===== src/line_sense_pkg.sv =====
// Shared constants for the power line carrier sense and transmit level block
package line_sense_pkg;
   // Preamble symbols needed before the line is reported busy
   localparam logic [3:0] SLOT_PREAMBLE_COUNT = 4'h3;
   // Width of the preamble symbol counter
   localparam int SENSE_CNT_W = 4;
   // Transmit level reduction field, in dB
   localparam int REDUCTION_W = 5;
   // Largest reduction the output stage can apply, in dB
   localparam logic [4:0] MAX_REDUCTION_DB = 5'h19;
   // No reduction configured
   localparam logic [4:0] ZERO_REDUCTION = 5'h00;
   // Level raise used when repeating a decoded frame, in dB
   localparam logic [4:0] REPEAT_RAISE_DB = 5'h06;
   // Per-neighbour transmit gain field width
   localparam int BOOST_W = 4;
   // Spectral shaping coefficient field width
   localparam int SHAPE_W = 8;
   // Reset values of the applied transmit settings
   localparam logic [3:0] BOOST_RESET = 4'h0;
   localparam logic [7:0] SHAPE_RESET = 8'h00;
   // Symbol time and the clock that paces it
   localparam int SYMBOL_TIME_NS = 640000;
   localparam int CLOCK_PERIOD_NS = 50;
   localparam int SYMBOL_CYCLES = SYMBOL_TIME_NS / CLOCK_PERIOD_NS;
   // Carrier phase accumulator width and step per clock
   localparam int PHASE_W = 16;
   localparam logic [15:0] CARRIER_STEP = 16'h1000;
   localparam logic [15:0] PHASE_RESET = 16'h0000;
   // Symbol divider width
   localparam int DIV_W = 16;
   localparam logic [15:0] DIV_RESET = 16'h0000;
   // Carrier sense states
   typedef enum logic [2:0] {
      SENSE_IDLE = 3'h1,
      SENSE_HUNT = 3'h2,
      SENSE_BUSY = 3'h4
   } sense_state_t;
endpackage : line_sense_pkg


===== src/symbol_clock_gen.sv =====
// Symbol tick and carrier phase generated from the one system clock
`timescale 1ns/1ps
`default_nettype none
module symbol_clock_gen #(
   parameter int SYMBOL_CYCLES = line_sense_pkg::SYMBOL_CYCLES
) (
   // Clock and reset
   input wire logic clk,
   input wire logic arst_n,
   // Timing outputs
   output logic symbol_tick,
   output logic [line_sense_pkg::PHASE_W-1:0] carrier_phase
);
   // Cycles counted within the current symbol
   logic [line_sense_pkg::DIV_W-1:0] div_count;
   // Last count of a symbol, cut to the divider width
   localparam logic [15:0] DIV_LAST = 16'(SYMBOL_CYCLES - 1);

   // Symbol divider, paced by the system clock
   always_ff @(posedge clk or negedge arst_n) begin
      if (!arst_n) begin
         div_count <= line_sense_pkg::DIV_RESET;
         symbol_tick <= 1'b0;
      end else if (div_count == DIV_LAST) begin
         div_count <= line_sense_pkg::DIV_RESET;
         symbol_tick <= 1'b1;
      end else begin
         div_count <= div_count + 16'h0001;
         symbol_tick <= 1'b0;
      end
   end

   // Carrier phase accumulator on the same clock as the symbol divider
   always_ff @(posedge clk or negedge arst_n) begin
      if (!arst_n) begin
         carrier_phase <= line_sense_pkg::PHASE_RESET;
      end else begin
         carrier_phase <= carrier_phase + line_sense_pkg::CARRIER_STEP;
      end
   end
endmodule : symbol_clock_gen
`default_nettype wire


===== src/line_sense_tx_level.sv =====
// Carrier sense reply and transmit level selection for a power line PHY
//
// Overview of operation
// - Each query answered with idle or busy
// - Sense goes busy after slot preamble count
// - Sense returns idle when synchronisation fails
// - Output level reduced by setting, up to 25 dB
// - Nonzero reduction ignores per-neighbour transmit boost
// - Carrier and symbol timing share one clock
// - Flatness test forces boost and shaping zero
// - Repeater re-sends decoded frames at raised level
`timescale 1ns/1ps
`default_nettype none
module line_sense_tx_level #(
   parameter int SYMBOL_CYCLES = line_sense_pkg::SYMBOL_CYCLES
) (
   // Clock and reset
   input wire logic SYS_CLK,
   input wire logic ARST_N,
   // Media status query and reply
   input wire logic MEDIA_STATUS_QUERY,
   output logic MEDIA_STATUS_REPLY,
   output logic MEDIA_STATUS_BUSY,
   // Receiver events
   input wire logic PREAMBLE_SYMBOL,
   input wire logic SYNC_ACHIEVED,
   input wire logic SYNC_FAILED,
   input wire logic RX_FRAME_END,
   input wire logic RX_FRAME_DECODED,
   // Carrier sense state
   output logic PHYSICAL_LINE_SENSE,
   // Transmit configuration
   input wire logic [line_sense_pkg::REDUCTION_W-1:0] TX_LEVEL_REDUCTION,
   input wire logic [line_sense_pkg::BOOST_W-1:0] TX_BOOST_SETTING,
   input wire logic [line_sense_pkg::SHAPE_W-1:0] TX_SPECTRAL_SHAPE,
   input wire logic FLATNESS_TEST,
   input wire logic REPEATER_MODE,
   input wire logic TX_DONE,
   // Applied transmit settings
   output logic [line_sense_pkg::REDUCTION_W-1:0] TX_REDUCTION_APPLIED,
   output logic [line_sense_pkg::BOOST_W-1:0] TX_BOOST_APPLIED,
   output logic [line_sense_pkg::SHAPE_W-1:0] TX_SHAPE_APPLIED,
   // Repeater request
   output logic REPEAT_REQUEST,
   output logic REPEAT_ACTIVE,
   // Timing from the system clock
   output logic SYMBOL_TICK,
   output logic [line_sense_pkg::PHASE_W-1:0] CARRIER_PHASE
);
   // Carrier sense state machine
   line_sense_pkg::sense_state_t sense_state;
   // Preamble symbols seen in the current hunt
   logic [line_sense_pkg::SENSE_CNT_W-1:0] preamble_count;
   // Reduction clamped to the supported range
   logic [line_sense_pkg::REDUCTION_W-1:0] clamped_reduction;
   // Reduction after the repeater raise
   logic [line_sense_pkg::REDUCTION_W-1:0] next_reduction;
   // Boost and shaping to apply next
   logic [line_sense_pkg::BOOST_W-1:0] next_boost;
   logic [line_sense_pkg::SHAPE_W-1:0] next_shape;
   // Timing from the divider module
   logic symbol_tick_int;
   logic [line_sense_pkg::PHASE_W-1:0] carrier_phase_int;

   // Symbol and carrier timing from the same clock
   symbol_clock_gen #(
      .SYMBOL_CYCLES(SYMBOL_CYCLES)
   ) timing (
      .clk(SYS_CLK),
      .arst_n(ARST_N),
      .symbol_tick(symbol_tick_int),
      .carrier_phase(carrier_phase_int)
   );

   // Register the timing outputs
   always_ff @(posedge SYS_CLK or negedge ARST_N) begin
      if (!ARST_N) begin
         SYMBOL_TICK <= 1'b0;
         CARRIER_PHASE <= line_sense_pkg::PHASE_RESET;
      end else begin
         SYMBOL_TICK <= symbol_tick_int;
         CARRIER_PHASE <= carrier_phase_int;
      end
   end

   // Carrier sense: hunt for preamble, go busy, drop on lost sync
   always_ff @(posedge SYS_CLK or negedge ARST_N) begin
      if (!ARST_N) begin
         sense_state <= line_sense_pkg::SENSE_IDLE;
         preamble_count <= '0;
      end else begin
         case (sense_state)
            // Waiting for the first preamble symbol
            line_sense_pkg::SENSE_IDLE: begin
               if (PREAMBLE_SYMBOL) begin
                  preamble_count <= 4'h1;
                  if (line_sense_pkg::SLOT_PREAMBLE_COUNT == 4'h1) begin
                     sense_state <= line_sense_pkg::SENSE_BUSY;
                  end else begin
                     sense_state <= line_sense_pkg::SENSE_HUNT;
                  end
               end
            end
            // Counting preamble symbols
            line_sense_pkg::SENSE_HUNT: begin
               if (SYNC_FAILED) begin
                  sense_state <= line_sense_pkg::SENSE_IDLE;
                  preamble_count <= '0;
               end else if (PREAMBLE_SYMBOL) begin
                  preamble_count <= preamble_count + 4'h1;
                  if (preamble_count + 4'h1 >= line_sense_pkg::SLOT_PREAMBLE_COUNT) begin
                     sense_state <= line_sense_pkg::SENSE_BUSY;
                  end
               end
            end
            // Line reported busy until sync fails or frame ends
            line_sense_pkg::SENSE_BUSY: begin
               if (SYNC_FAILED || RX_FRAME_END) begin
                  sense_state <= line_sense_pkg::SENSE_IDLE;
                  preamble_count <= '0;
               end
            end
            // Recover from an illegal code
            default: begin
               sense_state <= line_sense_pkg::SENSE_IDLE;
               preamble_count <= '0;
            end
         endcase
      end
   end

   // Physical sense output follows the busy state
   always_ff @(posedge SYS_CLK or negedge ARST_N) begin
      if (!ARST_N) begin
         PHYSICAL_LINE_SENSE <= 1'b0;
      end else begin
         PHYSICAL_LINE_SENSE <= (sense_state == line_sense_pkg::SENSE_BUSY);
      end
   end

   // One reply per query, status sampled from the sense state
   always_ff @(posedge SYS_CLK or negedge ARST_N) begin
      if (!ARST_N) begin
         MEDIA_STATUS_REPLY <= 1'b0;
         MEDIA_STATUS_BUSY <= 1'b0;
      end else begin
         MEDIA_STATUS_REPLY <= MEDIA_STATUS_QUERY;
         if (MEDIA_STATUS_QUERY) begin
            // Busy is 1, idle is 0
            MEDIA_STATUS_BUSY <= (sense_state == line_sense_pkg::SENSE_BUSY);
         end
      end
   end

   // Repeater: a decoded frame launches a raised-level retransmission
   always_ff @(posedge SYS_CLK or negedge ARST_N) begin
      if (!ARST_N) begin
         REPEAT_REQUEST <= 1'b0;
         REPEAT_ACTIVE <= 1'b0;
      end else begin
         REPEAT_REQUEST <= REPEATER_MODE && RX_FRAME_DECODED && !REPEAT_ACTIVE;
         if (REPEATER_MODE && RX_FRAME_DECODED && !REPEAT_ACTIVE) begin
            REPEAT_ACTIVE <= 1'b1;
         end else if (TX_DONE || !REPEATER_MODE) begin
            REPEAT_ACTIVE <= 1'b0;
         end
      end
   end

   // Choose reduction, boost and shaping for the next transmission
   always_comb begin
      // Clamp the setting to the supported range
      if (TX_LEVEL_REDUCTION > line_sense_pkg::MAX_REDUCTION_DB) begin
         clamped_reduction = line_sense_pkg::MAX_REDUCTION_DB;
      end else begin
         clamped_reduction = TX_LEVEL_REDUCTION;
      end
      // Repeated frames go out louder, saturating at full level
      if (REPEAT_ACTIVE) begin
         if (clamped_reduction > line_sense_pkg::REPEAT_RAISE_DB) begin
            next_reduction = clamped_reduction - line_sense_pkg::REPEAT_RAISE_DB;
         end else begin
            next_reduction = line_sense_pkg::ZERO_REDUCTION;
         end
      end else begin
         next_reduction = clamped_reduction;
      end
      // Neighbour boost only when no reduction is configured
      if (FLATNESS_TEST) begin
         next_boost = line_sense_pkg::BOOST_RESET;
         next_shape = line_sense_pkg::SHAPE_RESET;
      end else if (TX_LEVEL_REDUCTION != line_sense_pkg::ZERO_REDUCTION) begin
         next_boost = line_sense_pkg::BOOST_RESET;
         next_shape = TX_SPECTRAL_SHAPE;
      end else begin
         next_boost = TX_BOOST_SETTING;
         next_shape = TX_SPECTRAL_SHAPE;
      end
   end

   // Register the applied transmit settings
   always_ff @(posedge SYS_CLK or negedge ARST_N) begin
      if (!ARST_N) begin
         TX_REDUCTION_APPLIED <= line_sense_pkg::ZERO_REDUCTION;
         TX_BOOST_APPLIED <= line_sense_pkg::BOOST_RESET;
         TX_SHAPE_APPLIED <= line_sense_pkg::SHAPE_RESET;
      end else begin
         TX_REDUCTION_APPLIED <= next_reduction;
         TX_BOOST_APPLIED <= next_boost;
         TX_SHAPE_APPLIED <= next_shape;
      end
   end

   // Sync achieved keeps the busy state; only failure ends it early
   logic unused_sync;
   assign unused_sync = SYNC_ACHIEVED;
endmodule : line_sense_tx_level
`default_nettype wire


===== config.mk =====
export PLATFORM = sky130hd
export DESIGN_NAME = line_sense_tx_level
export DESIGN_NICKNAME = d
export VERILOG_FILES = /design/src/line_sense_pkg.sv /design/src/symbol_clock_gen.sv /design/src/line_sense_tx_level.sv
export SDC_FILE = /design/constraint.sdc
export NUM_CORES = 1
export LEC_CHECK = 0
export BUFFER_PORTS_ARGS = -buffer_cell sky130_fd_sc_hd__buf_4
export CORE_ASPECT_RATIO = 1.75
export CORE_UTILIZATION = 40
export CTS_BUF_LIST = sky130_fd_sc_hd__clkbuf_16
export CTS_CLUSTER_DIAMETER = 80
export DETAILED_ROUTE_END_ITERATION = 10
export GPL_TIMING_DRIVEN = 1
export PLACE_DENSITY = 0.65
export RECOVER_POWER = 100
export SYNTH_ARGS = -nofsm -noshare
export SYNTH_HDL_FRONTEND = slang
export SYNTH_HIERARCHICAL = 1
export SYNTH_SLANG_ARGS = --single-unit

===== constraint.sdc =====
create_clock -name SYS_CLK -period 2.2 [get_ports SYS_CLK]
set_input_delay 0.22 -clock SYS_CLK [delete_from_list [all_inputs] [get_ports SYS_CLK]]
set_output_delay 0.22 -clock SYS_CLK [all_outputs]
set_load 0.1 [all_outputs]

==> flow_metrics.tcl, run 1 <==
set metrics [dict create \
    status "finished, violations left" \
    violations "capacitance limit, slew limit" \
    cts_setup_buffers 0 \
    setup_viol 0 \
    die-width_um 64.1 \
    async_reset_ff_share_pct 100 \
    hold_viol 0 \
    path_max_fanout 1 \
    synth_seq_area_share_pct 62.1 \
    cts.sink_count 67 \
    synth_area_mm2 0.00270 \
    tritoncts "yes" \
    drc 0 \
    synthFlopType "dfrtp_1" \
    rsz0062_at_grt "no" \
    slowest_delay_ns 0.86 \
    slew_violations 68 \
    finalWorstPathRequiredPeriod_ns 1.75 \
    antenna_left 0 \
    cts_resized 0 \
    slew_headroom_pct -7.23 \
    yosysUniqueCellTypes 50 \
    dr_wl_met2_um 2490 \
    start_util_pct 41.3 \
    met1_length_um 1750 \
    nets 325 \
    p_sw_share_pct 27.6 \
    syn_inst 220 \
    combPwrFrac_pct 14.4 \
    cts.clk_slew.worst_paths_ns 0.05 \
    fillers 639 \
    diodes 0 \
    overflow 0 \
    p_int_w 0.00223 \
    finalSetupTns_ns 0 \
    cp_data_arrival_time_ns 1.53 \
    drt_iter0_drc 46 \
    grt_usage_pct 15.3 \
    reg2reg_depth 5 \
    wl_met3_um 303 \
    required_ns 1.98 \
    h-tree-depth 3 \
    grt_pass1_wl_um 8260 \
    finalWirelength_um 4690 \
    dp_slack_ns 0.562 \
    rows 39 \
    syn_avg_cell_area_um2 12.3 \
    dpl.hpwl_um 3290 \
    antenna_found_initial 0 \
    drv_cap 1 \
    leakage_nw 1.54 \
    finalCritPeriodShare_pct 79.4 \
    startpoint_type "flip-flop" \
    max_freq_mhz 572 \
    path_delay_family "buffers and inverters" \
    cts_buffers 9 \
    hp-start "MEDIA_STATUS_QUERY" \
    cpMaxStageDelayCell "clkbuf_1" \
    crit_buf_inv 1 \
    power_density_mw_per_mm2 923 \
    seq_power_share_pct 43.2 \
    worstMarginPinSlew_ns 1.61 \
    cts-root-buf "clkbuf_16" \
    ff_latch_area_mm2 0.00168 \
    routed.top_layer "met4" \
    fin_skew_ns 0.00389 \
    cp-startpoint "CARRIER_PHASE[12]$_DFF_PN0_" \
    worstPathCellList "clkbuf_1" \
    reg2reg_to "timing/div_count[3]$_DFF_PN0_" \
    die_area_mm2 0.00710 \
    port-buffer-count 65 \
    switching_power_w 0.000851 \
    crit_type "flip-flop to output port" \
    peakVddDrop_mv 0.664 \
    reg2reg_slack_ns 0.47 \
    first_pass_iters 4 \
    power_frac_clock_pct 42.4 \
    min_path_type "primary input to flip-flop" \
    ys_warn_count 6 \
    syn2layout_area_growth_pct 23.6 \
    synth_edf_count 0 \
    cp-end-kind "output port" \
    place.gp.congestion 0.774 \
    multiInputGateArea_um2 937 \
    fin_util_pct 51.1 \
    fin_ws_ns 0.453 \
    whs_path_depth 1 \
    synth_seq_cells 67 \
    die_h_um 111 \
    vias 1809 \
    hold_buffers 0 \
    grt_max_degree 68 \
    avgRoutedWirePerCell_um 12.4 \
    whs_endpoint "MEDIA_STATUS_REPLY$_DFF_PN0_" \
    holdWs_ns 0.0398 \
    drive_above_1_share_pct 16.6 \
    via_per_inst 4.79 \
    first_global_vias 1873 \
    clockBufferDepth 2 \
    core-area_mm2 0.00654 \
    clkLatencyLatePin_ns 0.32 \
    reg2reg_from "timing/div_count[0]$_DFF_PN0_" \
    pin_count 67 \
]
==> power groups by stage <==
stage	combinational, W	clock, W	sequential [W]
3_5_place_dp	0.000477	0	0.00135
5_1_grt	0.000475	0.00140	0.00134
2_1_floorplan	0.000123	0	0.00157
6_report	0.000444	0.00131	0.00133
3_3_place_gp	0.000473	0	0.00135
4_1_cts	0.000479	0.00135	0.00133
==> layer usage <==
metal  up-vias  track usage [%]
met4         0             9.78
met1       867             15.5
met3        12             4.63
met2        59             26.5
li1        871                -
met5         -                0
==> final cells by class <==
type                       instances  area share, %
timing repair buffer              65           9.96
multi-input combinational        145           28.1
clock buffer                       9           6.74
sequential                        67           50.2
clock inverter                     5           1.39
inverter                           5          0.562
tap                               82           3.07
==> worst max path at each step <==
stage	endpoint	slack, ns	cells past startpoint
after global placement	preamble_count[3]$_DFFE_PN0P_	0.57	4
after CTS	preamble_count[3]$_DFFE_PN0P_	0.54	4
after detailed placement	timing/div_count[14]$_DFF_PN0_	0.56	5
after floorplan	TX_REDUCTION_APPLIED[0]$_DFF_PN0_	0.44	4
after global routing	timing/div_count[5]$_DFF_PN0_	0.29	5
final	CARRIER_PHASE[12]	0.45	1
==> cell usage after synthesis (3+ instances only) <==
cell | count | area [um2]
nand3_1 | 7 | 35.0
xor2_1 | 4 | 35.0
dfrtp_1 | 66 | 1650
xnor2_1 | 10 | 87.6
nand2_1 | 15 | 56.3
nor2b_1 | 10 | 62.6
nand3b_1 | 3 | 22.5
inv_1 | 5 | 18.8
nor2_1 | 20 | 75.1
a21oi_1 | 4 | 20.0
nand4_1 | 4 | 25.0
and2_1 | 6 | 37.5
buf_4 | 12 | 90.1
o21ai_0 | 7 | 35.0
nor3_1 | 4 | 20.0
ha_1 | 4 | 50.1
==> registers in the layout (all words and copies together), names as in the netlist, 3 cells and up <==
| register | flops |
|---|---|
| CARRIER_PHASE | 16 |
| timing/div_count | 16 |
| TX_SHAPE_APPLIED | 8 |
| TX_REDUCTION_APPLIED | 5 |
| TX_BOOST_APPLIED | 4 |
| preamble_count | 4 |
| timing/carrier_phase | 4 |
| sense_state | 3 |
==> cell families after synthesis <==
group                    synth area share [%]
flip-flops                               62.1
AND/OR/NAND/NOR                          19.4
adder cells (fa/ha/maj)                  2.22
AO/OA/AOI/OAI                            6.44
other                                   0.139
XOR/XNOR                                 4.54
buffers and inverters                    4.35
multiplexers                            0.833
==> cells in the final DEF (no fill, tap or decap), types with 3 or more instances in the layout <==
cell	netlist	layout
xor2_1	4	4
nand3_1	7	7
inv_1	5	5
conb_1	1	12
buf_4	12	22
nor2b_1	10	10
nand2_1	15	15
o21ai_0	7	7
nand3b_1	3	3
a21oi_1	4	4
nand4_1	4	4
xnor2_1	10	10
nor3_1	4	5
dfrtp_1	66	66
nor2_1	20	20
and2_0	0	5
clkbuf_1	1	40
clkbuf_16	0	9
ha_1	4	4
clkinv_1	0	3
==> per-stage QoR <==
step	total power (W)	cells	instance area [um2]
after global placement	0.00182	364	3240
final	0.00309	378	3340
after global routing	0.00321	378	3340
after detailed placement	0.00183	364	3240
after floorplan	0.00169	231	2740
after CTS	0.00316	378	3510
Note: power is estimated with default switching activity, not from simulation.
==> run 2: changes to the inputs <==
--- a/config.mk
+++ b/config.mk
@@ -12,7 +12,7 @@
 export CTS_CLUSTER_DIAMETER = 80
 export DETAILED_ROUTE_END_ITERATION = 10
 export GPL_TIMING_DRIVEN = 1
-export PLACE_DENSITY = 0.65
+export PLACE_DENSITY = 0.67
 export RECOVER_POWER = 100
 export SYNTH_ARGS = -nofsm -noshare
 export SYNTH_HDL_FRONTEND = slang
==> constraint.sdc (replaced) <==
create_clock -name SYS_CLK -period 1.57 [get_ports SYS_CLK]
set_input_delay 0.157 -clock SYS_CLK [delete_from_list [all_inputs] [get_ports SYS_CLK]]
set_output_delay 0.157 -clock SYS_CLK [all_outputs]
set_load 0.1 [all_outputs]
==> flow_metrics.tcl, run 2 (synthesized netlist as in run 1, its figures left out) <==
set metrics [dict create \
    rsz0062_at_grt "yes" \
    drt_iter0_drc 95 \
    mostFrequentLayoutCells "buf_4 (69), dfrtp_1 (66), nor2_1 (20)" \
    slowest_delay_ns 0.54 \
    tritoncts "yes" \
    finalWirelength_um 4850 \
    syn2layout_area_growth_pct 35.0 \
    grt_max_degree 55 \
    required_ns 1.78 \
    crit_buf_inv 0 \
    reg2reg_depth 4 \
    finalCritPeriodShare_pct 98.8 \
    grt_pass1_wl_um 8420 \
    die_area_mm2 0.00710 \
    slew_violations 0 \
    finalWorstPathRequiredPeriod_ns 1.55 \
    status "completed" \
    crit_end "preamble_count[3]$_DFFE_PN0P_" \
    start_util_pct 41.3 \
    clockBufferDepth 2 \
    peakVddDrop_mv 0.743 \
    cp-end-kind "flip-flop" \
    path_delay_family "flip-flops" \
    cp.depth 4 \
    cts-root-buf "clkbuf_16" \
    reg_top3 "CARRIER_PHASE: 16 flops, timing/div_count: 16 flops, TX_SHAPE_APPLIED: 8 flops" \
    cp-startpoint "sense_state[0]$_DFFE_PN1P_" \
    max_freq_mhz 645 \
    h-tree-depth 3 \
    cp_data_arrival_time_ns 1.76 \
    grt_usage_pct 15.9 \
    reg2reg_from "sense_state[0]$_DFFE_PN1P_" \
    cpMaxStageDelayCell "dfstp_2" \
    drive_above_1_share_pct 33.8 \
    port-buffer-count 65 \
    finalSetupTns_ns 0 \
    min_path_type "primary input to flip-flop" \
    setup_viol 0 \
    via_per_inst 4.74 \
    worstPathCellList "or2b_1 > a211oi_4 > nor4_1 > a211o_1" \
    die-width_um 64.1 \
    overflow 0 \
    diodes 0 \
    startpoint_type "flip-flop" \
    slew_headroom_pct 45.8 \
    avgRoutedWirePerCell_um 12.3 \
    antenna_found_initial 0 \
    cts_buffers 9 \
    drc 0 \
    core-area_mm2 0.00654 \
    holdWs_ns 0.0389 \
    leakage_nw 1.80 \
    path_max_fanout 4 \
    first_global_vias 1928 \
    crit_type "flip-flop to flip-flop" \
    reg2reg_slack_ns 0.02 \
    clkLatencyLatePin_ns 0.33 \
    fin_skew_ns 0.00448 \
    cts.clk_slew.worst_paths_ns 0.05 \
    drv_cap 0 \
    reg2reg_to "preamble_count[3]$_DFFE_PN0P_" \
    power.total_w 0.00451 \
    antenna_left 0 \
    power_density_mw_per_mm2 1240 \
    dpl.hpwl_um 3490 \
    rows 39 \
    final_common_cell "buf_4" \
    cts.sink_count 67 \
    first_pass_iters 4 \
    worstMarginPinSlew_ns 0.813 \
    vias 1879 \
    hold_viol 0 \
    die_h_um 111 \
    nets 341 \
    place.gp.congestion 0.833 \
    pin_count 67 \
]
## run 2: cell count changes in the layout (fill, tap and decap cells not counted), moves of 2 or more
cell           previous run  this run
buf_4                    22        69
clkbuf_4                  1         3
clkinv_1                  3         1
clkbuf_2                  2         4
clkinvlp_4                0         2
clkbuf_1                 40         2
dlygate4sd3_1             0         2
inv_1                     5         7
## run 2: routing by layer
| layer | GRT usage, % | vias to the layer above | wire (um) |
|---|---|---|---|
| li1 | - | 901 | - |
| met1 | 15.7 | 910 | 1700 |
| met2 | 27.7 | 55 | 2740 |
| met3 | 6.38 | 13 | 281 |
| met4 | 8.59 | 0 | 136 |
| met5 | 0 | - | 0 |
## run 2: timing repair
| item | CTS | global route |
|---|---|---|
| endpoints found under the setup margin | 1 | 3 |
| setup buffers | 0 | 3 |
| pin swaps | 1 | 3 |
| hold buffers | 2 | 0 |
| gates resized for setup | 0 | 2 |
| hold endpoints to repair | 67 | 0 |
## run 2: worst reg2reg max path: cells and delay by family (launching register included)
kind	cells	cell delay, ns
AO/OA/AOI/OAI	2	0.54
flip-flops	1	0.54
AND/OR/NAND/NOR	2	0.36
## run 2: where the power goes
group	total [W]	internal, W	switching (W)
combinational	0.000773	0.000253	0.000520
clock	0.00189	0.00121	0.000687
sequential	0.00185	0.00181	0.0000400
total	0.00451	0.00326	0.00125
## run 2: worst min path at each step
stage | start | slack [ns] | cells past startpoint | to
6_report | TX_BOOST_SETTING[0] | 0.04 | 2 | TX_BOOST_APPLIED[0]$_DFF_PN0_
5_1_grt | TX_BOOST_SETTING[2] | 0.04 | 2 | TX_BOOST_APPLIED[2]$_DFF_PN0_
4_1_cts | TX_BOOST_SETTING[0] | 0.03 | 2 | TX_BOOST_APPLIED[0]$_DFF_PN0_
3_5_place_dp | ARST_N | 0.03 | 1 | TX_SHAPE_APPLIED[1]$_DFF_PN0_
3_3_place_gp | ARST_N | 0.02 | 1 | TX_SHAPE_APPLIED[5]$_DFF_PN0_
2_1_floorplan | ARST_N | -0.14 | 0 | CARRIER_PHASE[0]$_DFF_PN0_
## run 2: layout make-up
cell class	count	area, um2
tap	82	103
clock inverter	7	61.3
clock buffer	9	225
timing repair buffer	81	608
sequential	67	1680
inverter	5	18.8
fill	584	2890
multi-input combinational	145	955
## run 2: through the flow
stage          area [um2]  std cells  setup WS [ns]  utilization (%)
2_1_floorplan        2750        231         0.0287                -
3_3_place_gp         3330        375         0.0248             51.0
3_5_place_dp         3330        375       0.000302             51.0
4_1_cts              3640        393        0.00740             55.6
5_1_grt              3650        396        -0.0166             55.8
6_report             3650        396         0.0185             55.8
